<file path="config.mk">
export PLATFORM = sky130hd
export DESIGN_NAME = tcspr_top
export DESIGN_NICKNAME = d
export VERILOG_FILES = /design/src/tcspr_top.v
export VERILOG_INCLUDE_DIRS = /design/src
export SDC_FILE = /design/constraint.sdc
export NUM_CORES = 1
export LEC_CHECK = 0
export ABC_AREA = 0
export ABC_CLOCK_PERIOD_IN_PS = 6100
export BUFFER_PORTS_ARGS = -buffer_cell sky130_fd_sc_hd__clkbuf_2
export CAP_MARGIN = 20
export CORE_ASPECT_RATIO = 0.6
export CORE_MARGIN = 2
export CORE_UTILIZATION = 51
export DETAILED_ROUTE_END_ITERATION = 6
export PLACE_DENSITY_LB_ADDON = 0.3
export SLEW_MARGIN = 0
export SYNTH_ARGS = -nofsm -noshare
export SYNTH_HDL_FRONTEND = slang
export SYNTH_SLANG_ARGS = --single-unit
export TNS_END_PERCENT = 100
</file>
<file path="constraint.sdc">
create_clock -name hclk -period 6.1 [get_ports hclk]
set_input_delay 0.61 -clock hclk [delete_from_list [all_inputs] [get_ports hclk]]
set_output_delay 0.61 -clock hclk [all_outputs]
set_load 0.1 [all_outputs]
</file>
<file path="src/tcspr_map.vh">
`ifndef TCSPR_MAP_VH
`define TCSPR_MAP_VH

// Word offsets of the register map (byte addresses, low eight address bits).
`define TCSPR_OFS_CTRL      8'h00
`define TCSPR_OFS_COUNT     8'h10
`define TCSPR_OFS_MASK      8'h1C
`define TCSPR_OFS_RAW       8'h20
`define TCSPR_OFS_MSKD      8'h24
`define TCSPR_OFS_ACK       8'h28
`define TCSPR_OFS_PRESC     8'h2C
`define TCSPR_OFS_WIDTH     8'h30
`define TCSPR_OFS_PERIOD    8'h34

// Control register bits.
`define TCSPR_CTL_START     0
`define TCSPR_CTL_STOP      1
`define TCSPR_CTL_UPDATE    2

// Event bit positions, shared by mask, raw, masked and acknowledge registers.
`define TCSPR_EV_START      0
`define TCSPR_EV_STOP       1
`define TCSPR_EV_PSTART     2
`define TCSPR_EV_PEND       3
`define TCSPR_EV_MATCH      4
`define TCSPR_EV_OVF        5
`define TCSPR_EV_CAPT       6
`define TCSPR_EV_W          7

// Prescaler field positions.
`define TCSPR_PRESCALE_DIVISOR_HI       14
`define TCSPR_PRESCALE_DIVISOR_LO       4
`define TCSPR_POWER_OF_TWO_SHIFT_HI       3
`define TCSPR_POWER_OF_TWO_SHIFT_LO       0

// Width field position and reset values.
`define TCSPR_SIZE_HI       4
`define TCSPR_SIZE_RST      5'h0F
`define TCSPR_PRESCALE_DIVISOR_RST      11'h000
`define TCSPR_POWER_OF_TWO_SHIFT_RST      4'h0
`define TCSPR_PERIOD_RST    32'h00000000

`endif

</file>
<file path="src/tcspr_top.v">
`include "tcspr_map.vh"
`default_nettype none

module tcspr_top (
    input  wire        hclk,
    input  wire        hresetn,
    input  wire        hsel,
    input  wire [31:0] haddr,
    input  wire [1:0]  htrans,
    input  wire        hwrite,
    input  wire [2:0]  hsize,
    input  wire [31:0] hwdata,
    input  wire        hready,
    output reg  [31:0] hrdata_q,
    output reg         hreadyout_q,
    output reg         hresp_q,
    input  wire        capture_pin,
    input  wire        pulse_match_in,
    output reg  [31:0] count_q,
    output reg         count_tick_q,
    output reg         irq_q
);

    // Bus state and register storage.
    reg         wr_q;
    reg  [7:0]  waddr_q;
    reg  [6:0]  mask_q;
    reg  [6:0]  raw_q;
    reg  [6:0]  raw_d;
    reg         running_q;
    reg  [10:0] prescale_divisor_h_q;
    reg  [3:0]  power_of_two_shift_h_q;
    reg  [4:0]  size_h_q;
    reg  [31:0] period_h_q;
    reg  [10:0] prescale_divisor_a_q;
    reg  [3:0]  power_of_two_shift_a_q;
    reg  [4:0]  size_a_q;
    reg  [31:0] period_a_q;
    reg  [10:0] pre_q;
    reg  [14:0] pow_q;
    reg         cap_s1_q;
    reg         cap_s2_q;
    reg         cap_s3_q;
    reg  [31:0] rd_d;

    wire        take      = hsel & hready & htrans[1];
    wire        rd_take   = take & ~hwrite;
    wire        wr_ctrl   = wr_q & (waddr_q == `TCSPR_OFS_CTRL);
    wire        start_pls = wr_ctrl & hwdata[`TCSPR_CTL_START];
    wire        stop_pls  = wr_ctrl & hwdata[`TCSPR_CTL_STOP] & ~hwdata[`TCSPR_CTL_START];
    wire        apply     = start_pls | (wr_ctrl & hwdata[`TCSPR_CTL_UPDATE]);
    wire [6:0]  ack_clr   = (wr_q & (waddr_q == `TCSPR_OFS_ACK)) ? hwdata[6:0] : 7'h00;
    wire [6:0]  rd_clr    = (rd_take & (haddr[7:0] == `TCSPR_OFS_RAW)) ? 7'h7F : 7'h00;

    // Prescaler terminal: the power-of-two stage rolls over after 2^shift divisor periods.
    wire [14:0] pow_mask  = ~(15'h7FFF << power_of_two_shift_a_q);
    wire        pre_end   = (pre_q == prescale_divisor_a_q);
    wire        tick      = running_q & pre_end & (pow_q == pow_mask);

    // Counter limits from the applied width and period.
    wire [31:0] wmax      = 32'hFFFFFFFF >> (5'h1F - size_a_q);
    wire        pend_hit  = tick & (period_a_q != 32'h00000000) & (count_q == period_a_q);
    wire        ovf_hit   = tick & ~pend_hit & (count_q == wmax);
    wire        cap_edge  = cap_s2_q & ~cap_s3_q;

    wire [6:0]  events    = {cap_edge, ovf_hit, pulse_match_in & running_q, pend_hit,
                             pend_hit | start_pls, stop_pls & running_q, start_pls};

    // Raw status: a new event wins over an acknowledge or read clear in the same cycle.
    always @* begin
        raw_d = (raw_q & ~ack_clr & ~rd_clr) | events;
    end

    // Read data multiplexer, evaluated in the address phase.
    always @* begin
        rd_d = 32'h00000000;
        case (haddr[7:0])
            `TCSPR_OFS_CTRL:   rd_d = {31'h00000000, running_q};
            `TCSPR_OFS_COUNT:  rd_d = count_q;
            `TCSPR_OFS_MASK:   rd_d = {25'h0000000, mask_q};
            `TCSPR_OFS_RAW:    rd_d = {25'h0000000, raw_q};
            `TCSPR_OFS_MSKD:   rd_d = {25'h0000000, mask_q & raw_q};
            `TCSPR_OFS_PRESC:  rd_d = {17'h00000, prescale_divisor_h_q, power_of_two_shift_h_q};
            `TCSPR_OFS_WIDTH:  rd_d = {27'h0000000, size_h_q};
            `TCSPR_OFS_PERIOD: rd_d = period_h_q;
            default:           rd_d = 32'h00000000;
        endcase
    end

    // Bus slave: zero wait states, always OKAY, write data taken in the data phase.
    always @(posedge hclk or negedge hresetn) begin
        if (!hresetn) begin
            wr_q        <= 1'b0;
            waddr_q     <= 8'h00;
            hrdata_q    <= 32'h00000000;
            hreadyout_q <= 1'b0;
            hresp_q     <= 1'b0;
        end else begin
            hreadyout_q <= 1'b1;
            hresp_q     <= 1'b0;
            wr_q        <= take & hwrite;
            if (take) begin
                waddr_q <= haddr[7:0];
            end
            if (rd_take) begin
                hrdata_q <= rd_d;
            end
        end
    end

    // Mask and holding registers written by software; the counter does not see them yet.
    always @(posedge hclk or negedge hresetn) begin
        if (!hresetn) begin
            mask_q     <= 7'h00;
            prescale_divisor_h_q   <= `TCSPR_PRESCALE_DIVISOR_RST;
            power_of_two_shift_h_q   <= `TCSPR_POWER_OF_TWO_SHIFT_RST;
            size_h_q   <= `TCSPR_SIZE_RST;
            period_h_q <= `TCSPR_PERIOD_RST;
        end else if (wr_q) begin
            case (waddr_q)
                `TCSPR_OFS_MASK: begin
                    mask_q <= hwdata[6:0];
                end
                `TCSPR_OFS_PRESC: begin
                    prescale_divisor_h_q <= hwdata[`TCSPR_PRESCALE_DIVISOR_HI:`TCSPR_PRESCALE_DIVISOR_LO];
                    power_of_two_shift_h_q <= hwdata[`TCSPR_POWER_OF_TWO_SHIFT_HI:`TCSPR_POWER_OF_TWO_SHIFT_LO];
                end
                `TCSPR_OFS_WIDTH: begin
                    size_h_q <= hwdata[`TCSPR_SIZE_HI:0];
                end
                `TCSPR_OFS_PERIOD: begin
                    period_h_q <= hwdata;
                end
                default: begin
                    mask_q <= mask_q;
                end
            endcase
        end
    end

    // Applied settings copy the holding registers only on update or start.
    always @(posedge hclk or negedge hresetn) begin
        if (!hresetn) begin
            prescale_divisor_a_q   <= `TCSPR_PRESCALE_DIVISOR_RST;
            power_of_two_shift_a_q   <= `TCSPR_POWER_OF_TWO_SHIFT_RST;
            size_a_q   <= `TCSPR_SIZE_RST;
            period_a_q <= `TCSPR_PERIOD_RST;
        end else if (apply) begin
            prescale_divisor_a_q   <= prescale_divisor_h_q;
            power_of_two_shift_a_q   <= power_of_two_shift_h_q;
            size_a_q   <= size_h_q;
            period_a_q <= period_h_q;
        end
    end

    // Two-stage divider: divisor stage, then power-of-two stage.
    // A zero divisor with a nonzero shift is left to software to avoid.
    always @(posedge hclk or negedge hresetn) begin
        if (!hresetn) begin
            pre_q <= 11'h000;
            pow_q <= 15'h0000;
        end else if (apply || !running_q) begin
            pre_q <= 11'h000;
            pow_q <= 15'h0000;
        end else if (pre_end) begin
            pre_q <= 11'h000;
            pow_q <= (pow_q == pow_mask) ? 15'h0000 : pow_q + 15'h0001;
        end else begin
            pre_q <= pre_q + 11'h001;
        end
    end

    // Counter runs inside the applied width and wraps at the period or the width limit.
    always @(posedge hclk or negedge hresetn) begin
        if (!hresetn) begin
            count_q      <= 32'h00000000;
            count_tick_q <= 1'b0;
            running_q    <= 1'b0;
        end else begin
            count_tick_q <= tick;
            if (start_pls) begin
                running_q <= 1'b1;
                count_q   <= 32'h00000000;
            end else if (stop_pls) begin
                running_q <= 1'b0;
            end else if (pend_hit || ovf_hit) begin
                count_q <= 32'h00000000;
            end else if (tick) begin
                count_q <= (count_q + 32'h00000001) & wmax;
            end
        end
    end

    // Capture pin synchroniser with edge detector after the second stage.
    always @(posedge hclk or negedge hresetn) begin
        if (!hresetn) begin
            cap_s1_q <= 1'b0;
            cap_s2_q <= 1'b0;
            cap_s3_q <= 1'b0;
        end else begin
            cap_s1_q <= capture_pin;
            cap_s2_q <= cap_s1_q;
            cap_s3_q <= cap_s2_q;
        end
    end

    // Sticky status and the level interrupt.
    always @(posedge hclk or negedge hresetn) begin
        if (!hresetn) begin
            raw_q <= 7'h00;
            irq_q <= 1'b0;
        end else begin
            raw_q <= raw_d;
            irq_q <= |(raw_q & mask_q);
        end
    end

endmodule // tcspr_top

`default_nettype wire

</file>
Word-level counts from Yosys, hierarchy flattened --
Cells that the tools add are included.
Storage, ports and cells: register bits after elaboration 224, input bits 76, logic and storage cells 109, output and inout bits 68
Operators by class: equal/unequal tests 17, shift operators 2, $add $sub $neg 4, bitwise gates (word level) 34, multiplexer cells 14, reductions and logical operators 15
Operators with widths (number):
- $pmux W32 S8 | 1
- $mux W32 | 4
- $eq A8 B6 Y1 const B | 9
- $eq A32 B32 Y1 | 2
- $mux W15 | 3
- $add A32 B1 Y32 const B | 1
- $and A32 B32 Y32 | 1
- $reduce_bool A32 Y1 | 1
- $shr A32 B5 Y32 const A | 1
- $eq A8 B5 Y1 const B | 3
- $mux W11 | 2
- $and A7 B7 Y7 | 3
- $and A1 B1 Y1 | 20
- $logic_not A8 Y1 | 2
- $add A15 B1 Y15 const B | 1
- $eq A15 B15 Y1 | 1
- $not A15 Y15 | 1
- $shl A15 B4 Y15 const A | 1
- $mux W7 | 2
- $not A7 Y7 | 2
- $add A11 B1 Y11 const B | 1
- $eq A11 B11 Y1 | 1
- $reduce_and A2 Y1 | 5
- $or A7 B7 Y7 | 1
- 10 further kinds | 17

Longest topological paths before layout --
Gate-level depths: netlist of the first run.
depth in word-level cells 13, depth in mapped cells 12, depth with buffers taken out 9

Least setup slack after synthesis of the first run --
No wires, ideal clock.
path type register to register, start point register count_q[7], end point register count_q[7], slack 3111 ps, data required time 5922 ps, period minus slack after synthesis 2989 ps, data arrival time 2811 ps, library setup time 178 ps, cell stages (with the launch flop) 10, buffers on the path 1, cells stage by stage dfrtp_1 or3_1 o32ai_1 a21oi_1 a2111oi_0 and4_1 a311oi_4 buf_4 a21oi_1 a31oi_1
Between the ends: cells in the longest elaborated chain, start to end 9
Ends and longest elaborated chain:
- from (decl) | RTL line tcspr_top.v:19 | output reg [31:0] count_q,
- from (signal assigned) | RTL line tcspr_top.v:189 | count_q <= (count_q + 32'h00000001) & wmax;
- branches (longest 9 deep; another with $add A32 B1 Y32)
Several ways; the timed one is not identified. The select of a mux whose other input is x is not followed. A chain may end at the register's enable or synchronous reset.

Worst setup path after layout of the first run --
start point register size_a_q[3], end point register count_q[18]
Between the ends: cells in the longest elaborated chain, start to end 8
Ends and longest elaborated chain:
- from (decl) | RTL line tcspr_top.v:37 | reg [4:0] size_a_q;
- from (signal assigned) | RTL line tcspr_top.v:146 | size_a_q <= `TCSPR_SIZE_RST;
- from (signal assigned) | RTL line tcspr_top.v:151 | size_a_q <= size_h_q;
- $sub A5 B5 Y5 * | RTL line tcspr_top.v:61 | wire [31:0] wmax = 32'hFFFFFFFF >> (5'h1F - size_a_q);
- $shr A32 B5 Y32 * | RTL line tcspr_top.v:61
- $eq A32 B32 Y1 | RTL line tcspr_top.v:63 | wire ovf_hit = tick & ~pend_hit & (count_q == wmax);
- $and A1 B1 Y1 | RTL line tcspr_top.v:63
- $logic_or A1 B1 Y1 | RTL line tcspr_top.v:186 | end else if (pend_hit || ovf_hit) begin
- $mux W32 | RTL line tcspr_top.v:186
- $mux W32 | RTL line tcspr_top.v:184 | end else if (stop_pls) begin
- $mux W32 | RTL line tcspr_top.v:181 | if (start_pls) begin
Mark *: on every way between the ends. The rest lies on a longest branch, timed or not. The select of a mux whose other input is x is not followed.

==> reports/results.ini, run 1 <==
[run_status]
status=complete, no violations

[final_layout]
nets=1416
drive_gt1_share_pct=19.93
syn_to_final_growth_pct=12.31
n_fill_cell=2040
ff_latch_area_um2=5615
multiInputGateArea_um2=5851
n_antenna_cell=0
stdcell_area_um2=13390
final_cells=1665

[cts]
cts_setup_buffers=0
cts_resized=0
clk-insertion-delay-late_ps=510
cts-root-buf=clkbuf_16
cts_tree=built
h-tree-depth=1
cts_buffer_depth=3
numClockSinks=224
path_clk_slew_ps=70
numCtsBuffers=21
holdBufCountCts=0

[sta]
finalSetupTns_ps=0
rsz0062_at_grt=no
setup-violations-final=0
slew_viol_final=0
fin_crit_ps=4106
tightest_slew_ps=1015
fmax_mhz=243.5
relSlewSlack_pct=31.73
skew_ps=13.63
whs_ps=182.7
post-route-period-util_pct=67.32
final_hold_viol_count=0

[placement]
gp_congestion=0.9205
placed_area_um2=12700
dp.cells=1629
io_buffers=114
hpwl_mm=25.43

[yosys]
netlist_area_um2=11920
yosysWarnings=0
synth_top_area_share_pct=45.35
ys_seq_area_share_pct=47.11
synth.area.top_cells=dfrtp_1, nand2_1, mux2_2
synth-edff-count=0
yosys.cell_count.top_type=nand2_1
synth_xor_area_share_pct=4.556
synth-seq-cells=224
yosys-top-cells-count=nand2_1, dfrtp_1, clkbuf_1, mux2_2, nor2_1
synth_mux_area_share_pct=6.960
synthSimpleGateAreaFrac_pct=20.72
ys_async_sr_fraction_pct=100.0
synth_nets=1356
synth_top_family_by_area=simple AND/OR/NAND/NOR gates
synth_area_leader_cell=dfrtp_1
synth.avg_cell_area_um2=9.334
synth_compound_area_share_pct=16.11
synth_fa_ha_area_share_pct=0.3149
yosys_most_used_dff=dfrtp_1
netlist_instances=1277
synth_cell_type_count=73

[worst_setup_path]
regToRegStartpoint=size_a_q[3]$_DFFE_PN1P_
cp.arrival_ps=4540
path_max_fanout=35
end_kind=register
cp.depth=9
worstSetupStartpoint=size_a_q[3]$_DFFE_PN1P_
crit_end=count_q[18]$_DFFE_PN0P_
max_stage_delay_ps=940
slowest_stage=dfstp_2
required_ps=6530
crit_buf_inv=2
worst-setup-path-type=register to register
reg2reg_to=count_q[18]$_DFFE_PN0P_
crit_chain=inv_1 -> nand2_1 -> xnor2_1 -> a221oi_1 -> nor4b_1 -> a311oi_4 -> buf_4 -> a41oi_1 -> a31oi_1
reg2reg_depth=9
startpoint_type=register
regToRegSetupSlack_ps=1990
cp_top_family=compound AO/OA/AOI/OAI gates

[floorplanning]
dieArea_um2=24650
die_w_um=201.4
ios=144
core-area_um2=23030
die_y_um=122.4
fp-row-count=43
start_util_pct=51.76

[power_and_ir_drop]
p_leak_nw=6.330
power.density_nw_per_um2=286.6
power_mw=3.836
ir_worst_vdd_v=0.0002451

[routing]
vias_per_cell=6.369
ant_nets=0
via_count=10600
drc=0
first_pass_iters=7
wire_per_inst_um=22.00
totalWireLength_mm=36.63
drt_iter0_markers=1255

[job]
cap_violations=0

[global_route]
grt_overflow=0
grt_first_pass_wirelength_mm=56.54
gr-usage-all-layers_pct=29.64
grt_max_degree=130
antenna_found_initial=2
grt_pass1_vias=9732

[worst_hold_path]
hp-class=input pin to asynchronous set/reset pin

through the flow:
stage,utilization [%],setup WS (ps)
finish,58.13,1994
global route,58.13,1785
CTS,58.13,2086
detailed placement,55.13,2080
global placement,55.13,2213
floorplan,-,3111
kinds of logic after synthesis:
family / after synthesis
simple gates: 518
compound gates: 274
flops: 224
buf+inv: 121
mux: 73
xor+xnor: 62
fa+ha+maj: 3
other cells: 2
flip-flops by register name (all words and copies together) (netlist names), 4 cells and up:
| signal | flops |
|---|---|
| power_of_two_shift_h_q | 4 |
| power_of_two_shift_a_q | 4 |
| period_h_q | 32 |
| prescale_divisor_a_q | 11 |
| pre_q | 11 |
| size_h_q | 5 |
| pow_q | 15 |
| raw_q | 7 |
| period_a_q | 32 |
| prescale_divisor_h_q | 11 |
| hrdata_q | 32 |
| waddr_q | 8 |
| mask_q | 7 |
| count_q | 32 |
| size_a_q | 5 |
layer usage:
layer	track usage (%)	part of all wire [%]	routed length (µm)	up-vias
met5	1.389	0.16	57	-
met4	5.790	1.8	675	4
met3	7.993	12	4489	68
met2	39.46	39	14390	563
met1	47.39	46	17010	5250
li1	-	-	-	4719
placed cells by master, fill, tap and decap left out, types with 9 or more instances in the layout:
master       n
a21o_1       9
a21oi_1     44
a222oi_1    14
a22o_1      36
a31oi_1     29
and3_1      22
buf_4       24
clkbuf_16   21
clkbuf_2   113
dfrtp_1    216
inv_1       20
mux2_2      69
nand2_1    245
nand3_1     42
nand3b_1    10
nand4_1     28
nor2_1      66
nor3_1      20
nor4_1      20
o21ai_0     65
or3_1        9
xnor2_1     40
xor2_1      22
power by group:
| group | leakage [nW] | internal, mW | switching (mW) |
|---|---|---|---|
| clock | 0.336 | 0.767 | 0.583 |
| sequential | 2.94 | 1.56 | 0.171 |
| combinational | 3.06 | 0.216 | 0.538 |
final cells by class:
cell class | count | share of cell area (%)
Clock buffer | 28 | 4.421
Clock inverter | 8 | 0.7384
Inverter | 20 | 0.5608
Multi-Input combinational cell | 932 | 43.70
Sequential cell | 224 | 41.95
Tap cell | 315 | 2.944
Timing Repair Buffer | 138 | 5.683
how the worst min path moves through the flow:
stage | startpoint | end | slack (ps) | cells after the start
final | hresetn | waddr_q[1]$_DFFE_PN0P_ | 180 | 1
after global routing | capture_pin | cap_s1_q$_DFF_PN0_ | 200 | 1
after CTS | capture_pin | cap_s1_q$_DFF_PN0_ | 190 | 1
after detailed placement | cap_s1_q$_DFF_PN0_ | cap_s2_q$_DFF_PN0_ | 330 | 0
after global placement | cap_s1_q$_DFF_PN0_ | cap_s2_q$_DFF_PN0_ | 330 | 0
after floorplan | hresetn | cap_s1_q$_DFF_PN0_ | 310 | 0
Power figures use the tool's default switching activity.
==> run 2: changes to the inputs <==
--- a/config.mk
+++ b/config.mk
@@ -6,8 +6,8 @@
 export SDC_FILE = /design/constraint.sdc
 export NUM_CORES = 1
 export LEC_CHECK = 0
-export ABC_AREA = 0
-export ABC_CLOCK_PERIOD_IN_PS = 6100
+export ABC_AREA = 1
+export ABC_CLOCK_PERIOD_IN_PS = 3630
 export BUFFER_PORTS_ARGS = -buffer_cell sky130_fd_sc_hd__clkbuf_2
 export CAP_MARGIN = 20
 export CORE_ASPECT_RATIO = 0.6
==> constraint.sdc (replaced) <==
create_clock -name hclk -period 3.63 [get_ports hclk]
set_input_delay 0.363 -clock hclk [delete_from_list [all_inputs] [get_ports hclk]]
set_output_delay 0.363 -clock hclk [all_outputs]
set_load 0.1 [all_outputs]
==> reports/results.ini, run 2 <==
[run_status]
status=complete, no violations

[placement]
hpwl_mm=36.32
dp.cells=2211
detailedPlace.worstSlack_ps=893.7
io_buffers=114
placed_area_um2=13870
gp_congestion=0.9801

[cts]
cts-root-buf=clkbuf_16
cts_buffer_depth=3
numCtsBuffers=22
cts_resized=0
path_clk_slew_ps=60
cts_setup_buffers=0
clk-insertion-delay-late_ps=540
cts_tree=built
h-tree-depth=1
numClockSinks=224

[worst_hold_path]
min_from=hwrite
whs_path_depth=3
min_to=wr_q$_DFF_PN0_
hp-class=input pin to register

[global_route]
busiest_layer=met1
gr-usage-all-layers_pct=35.64
grt_max_degree=95
use_met2_pct=45.55
grt_first_pass_wirelength_mm=71.80
gr-usage-met3_pct=14.21
use_met1_pct=56.24
grt_pass1_vias=11970
antenna_found_initial=2
grt_overflow=0

[yosys]
ys_async_sr_fraction_pct=100.0
netlist_instances=1811
yosys.cell_count.top_type=nand2_1
synth_nets=1890
synth_area_leader_cell=dfrtp_1
netlist_area_um2=12980
ys_seq_area_share_pct=43.27
synth.area.top_cells=dfrtp_1, nand2_1, nor2_1
synth.avg_cell_area_um2=7.165
synth-seq-cells=224
yosys-top-cells-count=nand2_1, dfrtp_1, nor2_1, inv_1, o21ai_0
yosysWarnings=0
synth_cell_type_count=48
yosys_most_used_dff=dfrtp_1
synth_top_area_share_pct=41.65
synth-edff-count=0

[final_layout]
final_cells=2254
final_cell_mix=nand2_1, dfrtp_1, nor2_1
final_util_pct=58.40
nets=1987
drive_gt1_share_pct=12.11
syn_to_final_growth_pct=13.28
stdcell_area_um2=14700
n_fill_cell=2364
mostFrequentLayoutCell=nand2_1

[power_and_ir_drop]
power.density_nw_per_um2=408.2
ir_worst_vdd_v=0.0002972
p_leak_nw=7.781
power_mw=6.001

[worst_setup_path]
regToRegStartpoint=size_a_q[0]$_DFFE_PN1P_
startpoint_type=register
worst-setup-path-type=register to register
path_max_fanout=14
cp.arrival_ps=3250
reg2reg_depth=13
end_kind=register
reg2reg_to=count_q[2]$_DFFE_PN0P_
required_ps=4030
regToRegSetupSlack_ps=780

[sta]
whs_ps=35.56
tightest_slew_ps=982.5
skew_ps=27.47
fin_crit_ps=2854
final.setup.worst_slack_ps=776.4
final_hold_viol_count=0
rsz0062_at_grt=no
relSlewSlack_pct=33.90
finalSetupTns_ps=0
post-route-period-util_pct=78.61
fmax_mhz=350.4
slew_viol_final=0
setup-violations-final=0

[floorplanning]
dieArea_um2=26780
die_y_um=127.6
fp-row-count=45
start_util_pct=51.56
core-area_um2=25170
ios=144
die_w_um=209.9

[routing]
totalWireLength_mm=46.83
drt_iter0_markers=1848
vias_per_cell=5.718
first_pass_iters=7
drc=0
via_count=12890
wire_per_inst_um=20.78
ant_nets=0

[job]
cap_violations=0

-- run 2: cell types whose count changed in the layout (fill, tap and decap cells not counted), moves of 30 or more --
cell	delta
mux2_2	-40
nand3_1	+55
a22o_1	-36
o21ai_0	+54
nand2_1	+360
inv_1	+172
nor3_1	+30
nor2_1	+127
o22ai_1	+33
-- run 2: how the worst max path moves through the flow --
stage,from,endpoint
2_1_floorplan,count_q[0]$_DFFE_PN0P_,count_q[30]$_DFFE_PN0P_
3_3_place_gp,size_a_q[1]$_DFFE_PN1P_,count_q[2]$_DFFE_PN0P_
3_5_place_dp,size_a_q[1]$_DFFE_PN1P_,count_q[2]$_DFFE_PN0P_
4_1_cts,size_a_q[1]$_DFFE_PN1P_,count_q[2]$_DFFE_PN0P_
5_1_grt,power_of_two_shift_a_q[3]$_DFFE_PN0P_,count_q[10]$_DFFE_PN0P_
6_report,size_a_q[0]$_DFFE_PN1P_,count_q[2]$_DFFE_PN0P_
-- run 2: kinds of logic (layout without fill, tap and decap cells) --
logic type | Yosys count | after routing | share of synthesized area [%]
muxes | 30 | 30 | 2.594
DFF | 224 | 224 | 43.27
and+or+nand+nor | 1015 | 1015 | 32.54
xor gates and xnor gates | 59 | 59 | 3.982
AOI/OAI and AO/OA | 213 | 213 | 9.035
adders and majority gates | 3 | 3 | 0.2893
other | 2 | 3 | 0.05788
buffers and inverters | 265 | 378 | 8.225
-- run 2: critical path, cell delays in order, from the launching register on --
cell and delay, ps:
dfstp_2 630, nand2_1 360, nand3b_1 360, nand2_1 180, nand2_1 100, nor2_1 110
nand3_1 110, nor2_1 120, nand3_1 200, nor2_1 170, nor2_2 40, buf_4 200
nand2_1 80, nand2_1 50
-- run 2: routing by layer --
layer  vias to the layer above  wire length [µm]
li1                       6004                 -
met1                      6080             22230
met2                       747             17160
met3                        58              6822
met4                         0               620
met5                         -                 0
-- run 2: cell type report --
type | count | area (µm²) | share of cell area [%]
clock inverters | 10 | 192.7 | 1.311
diodes | 1 | 2.502 | 0.01702
repair buffers | 143 | 840.8 | 5.720
clock buffers | 30 | 610.6 | 4.154
flip-flops and latches | 224 | 5615 | 38.20
multi-input cells | 1322 | 6294 | 42.82
inverters | 195 | 732.0 | 4.980
well taps | 329 | 411.6 | 2.800
-- run 2: where the power goes --
| group | internal, mW | total (mW) | leakage (nW) | switching (mW) |
|---|---|---|---|---|
| clock | 1.54 | 2.56 | 0.388 | 1.02 |
| sequential | 2.57 | 2.67 | 2.80 | 0.0945 |
| combinational | 0.211 | 0.771 | 4.59 | 0.561 |
| total | 4.33 | 6.00 | 7.78 | 1.68 |
-- run 2: repair_timing --
action | CTS | global route
endpoints found under the setup margin | 0 | 0
hold buffers | 2 | 0
endpoints found under the hold margin | 78 | 0
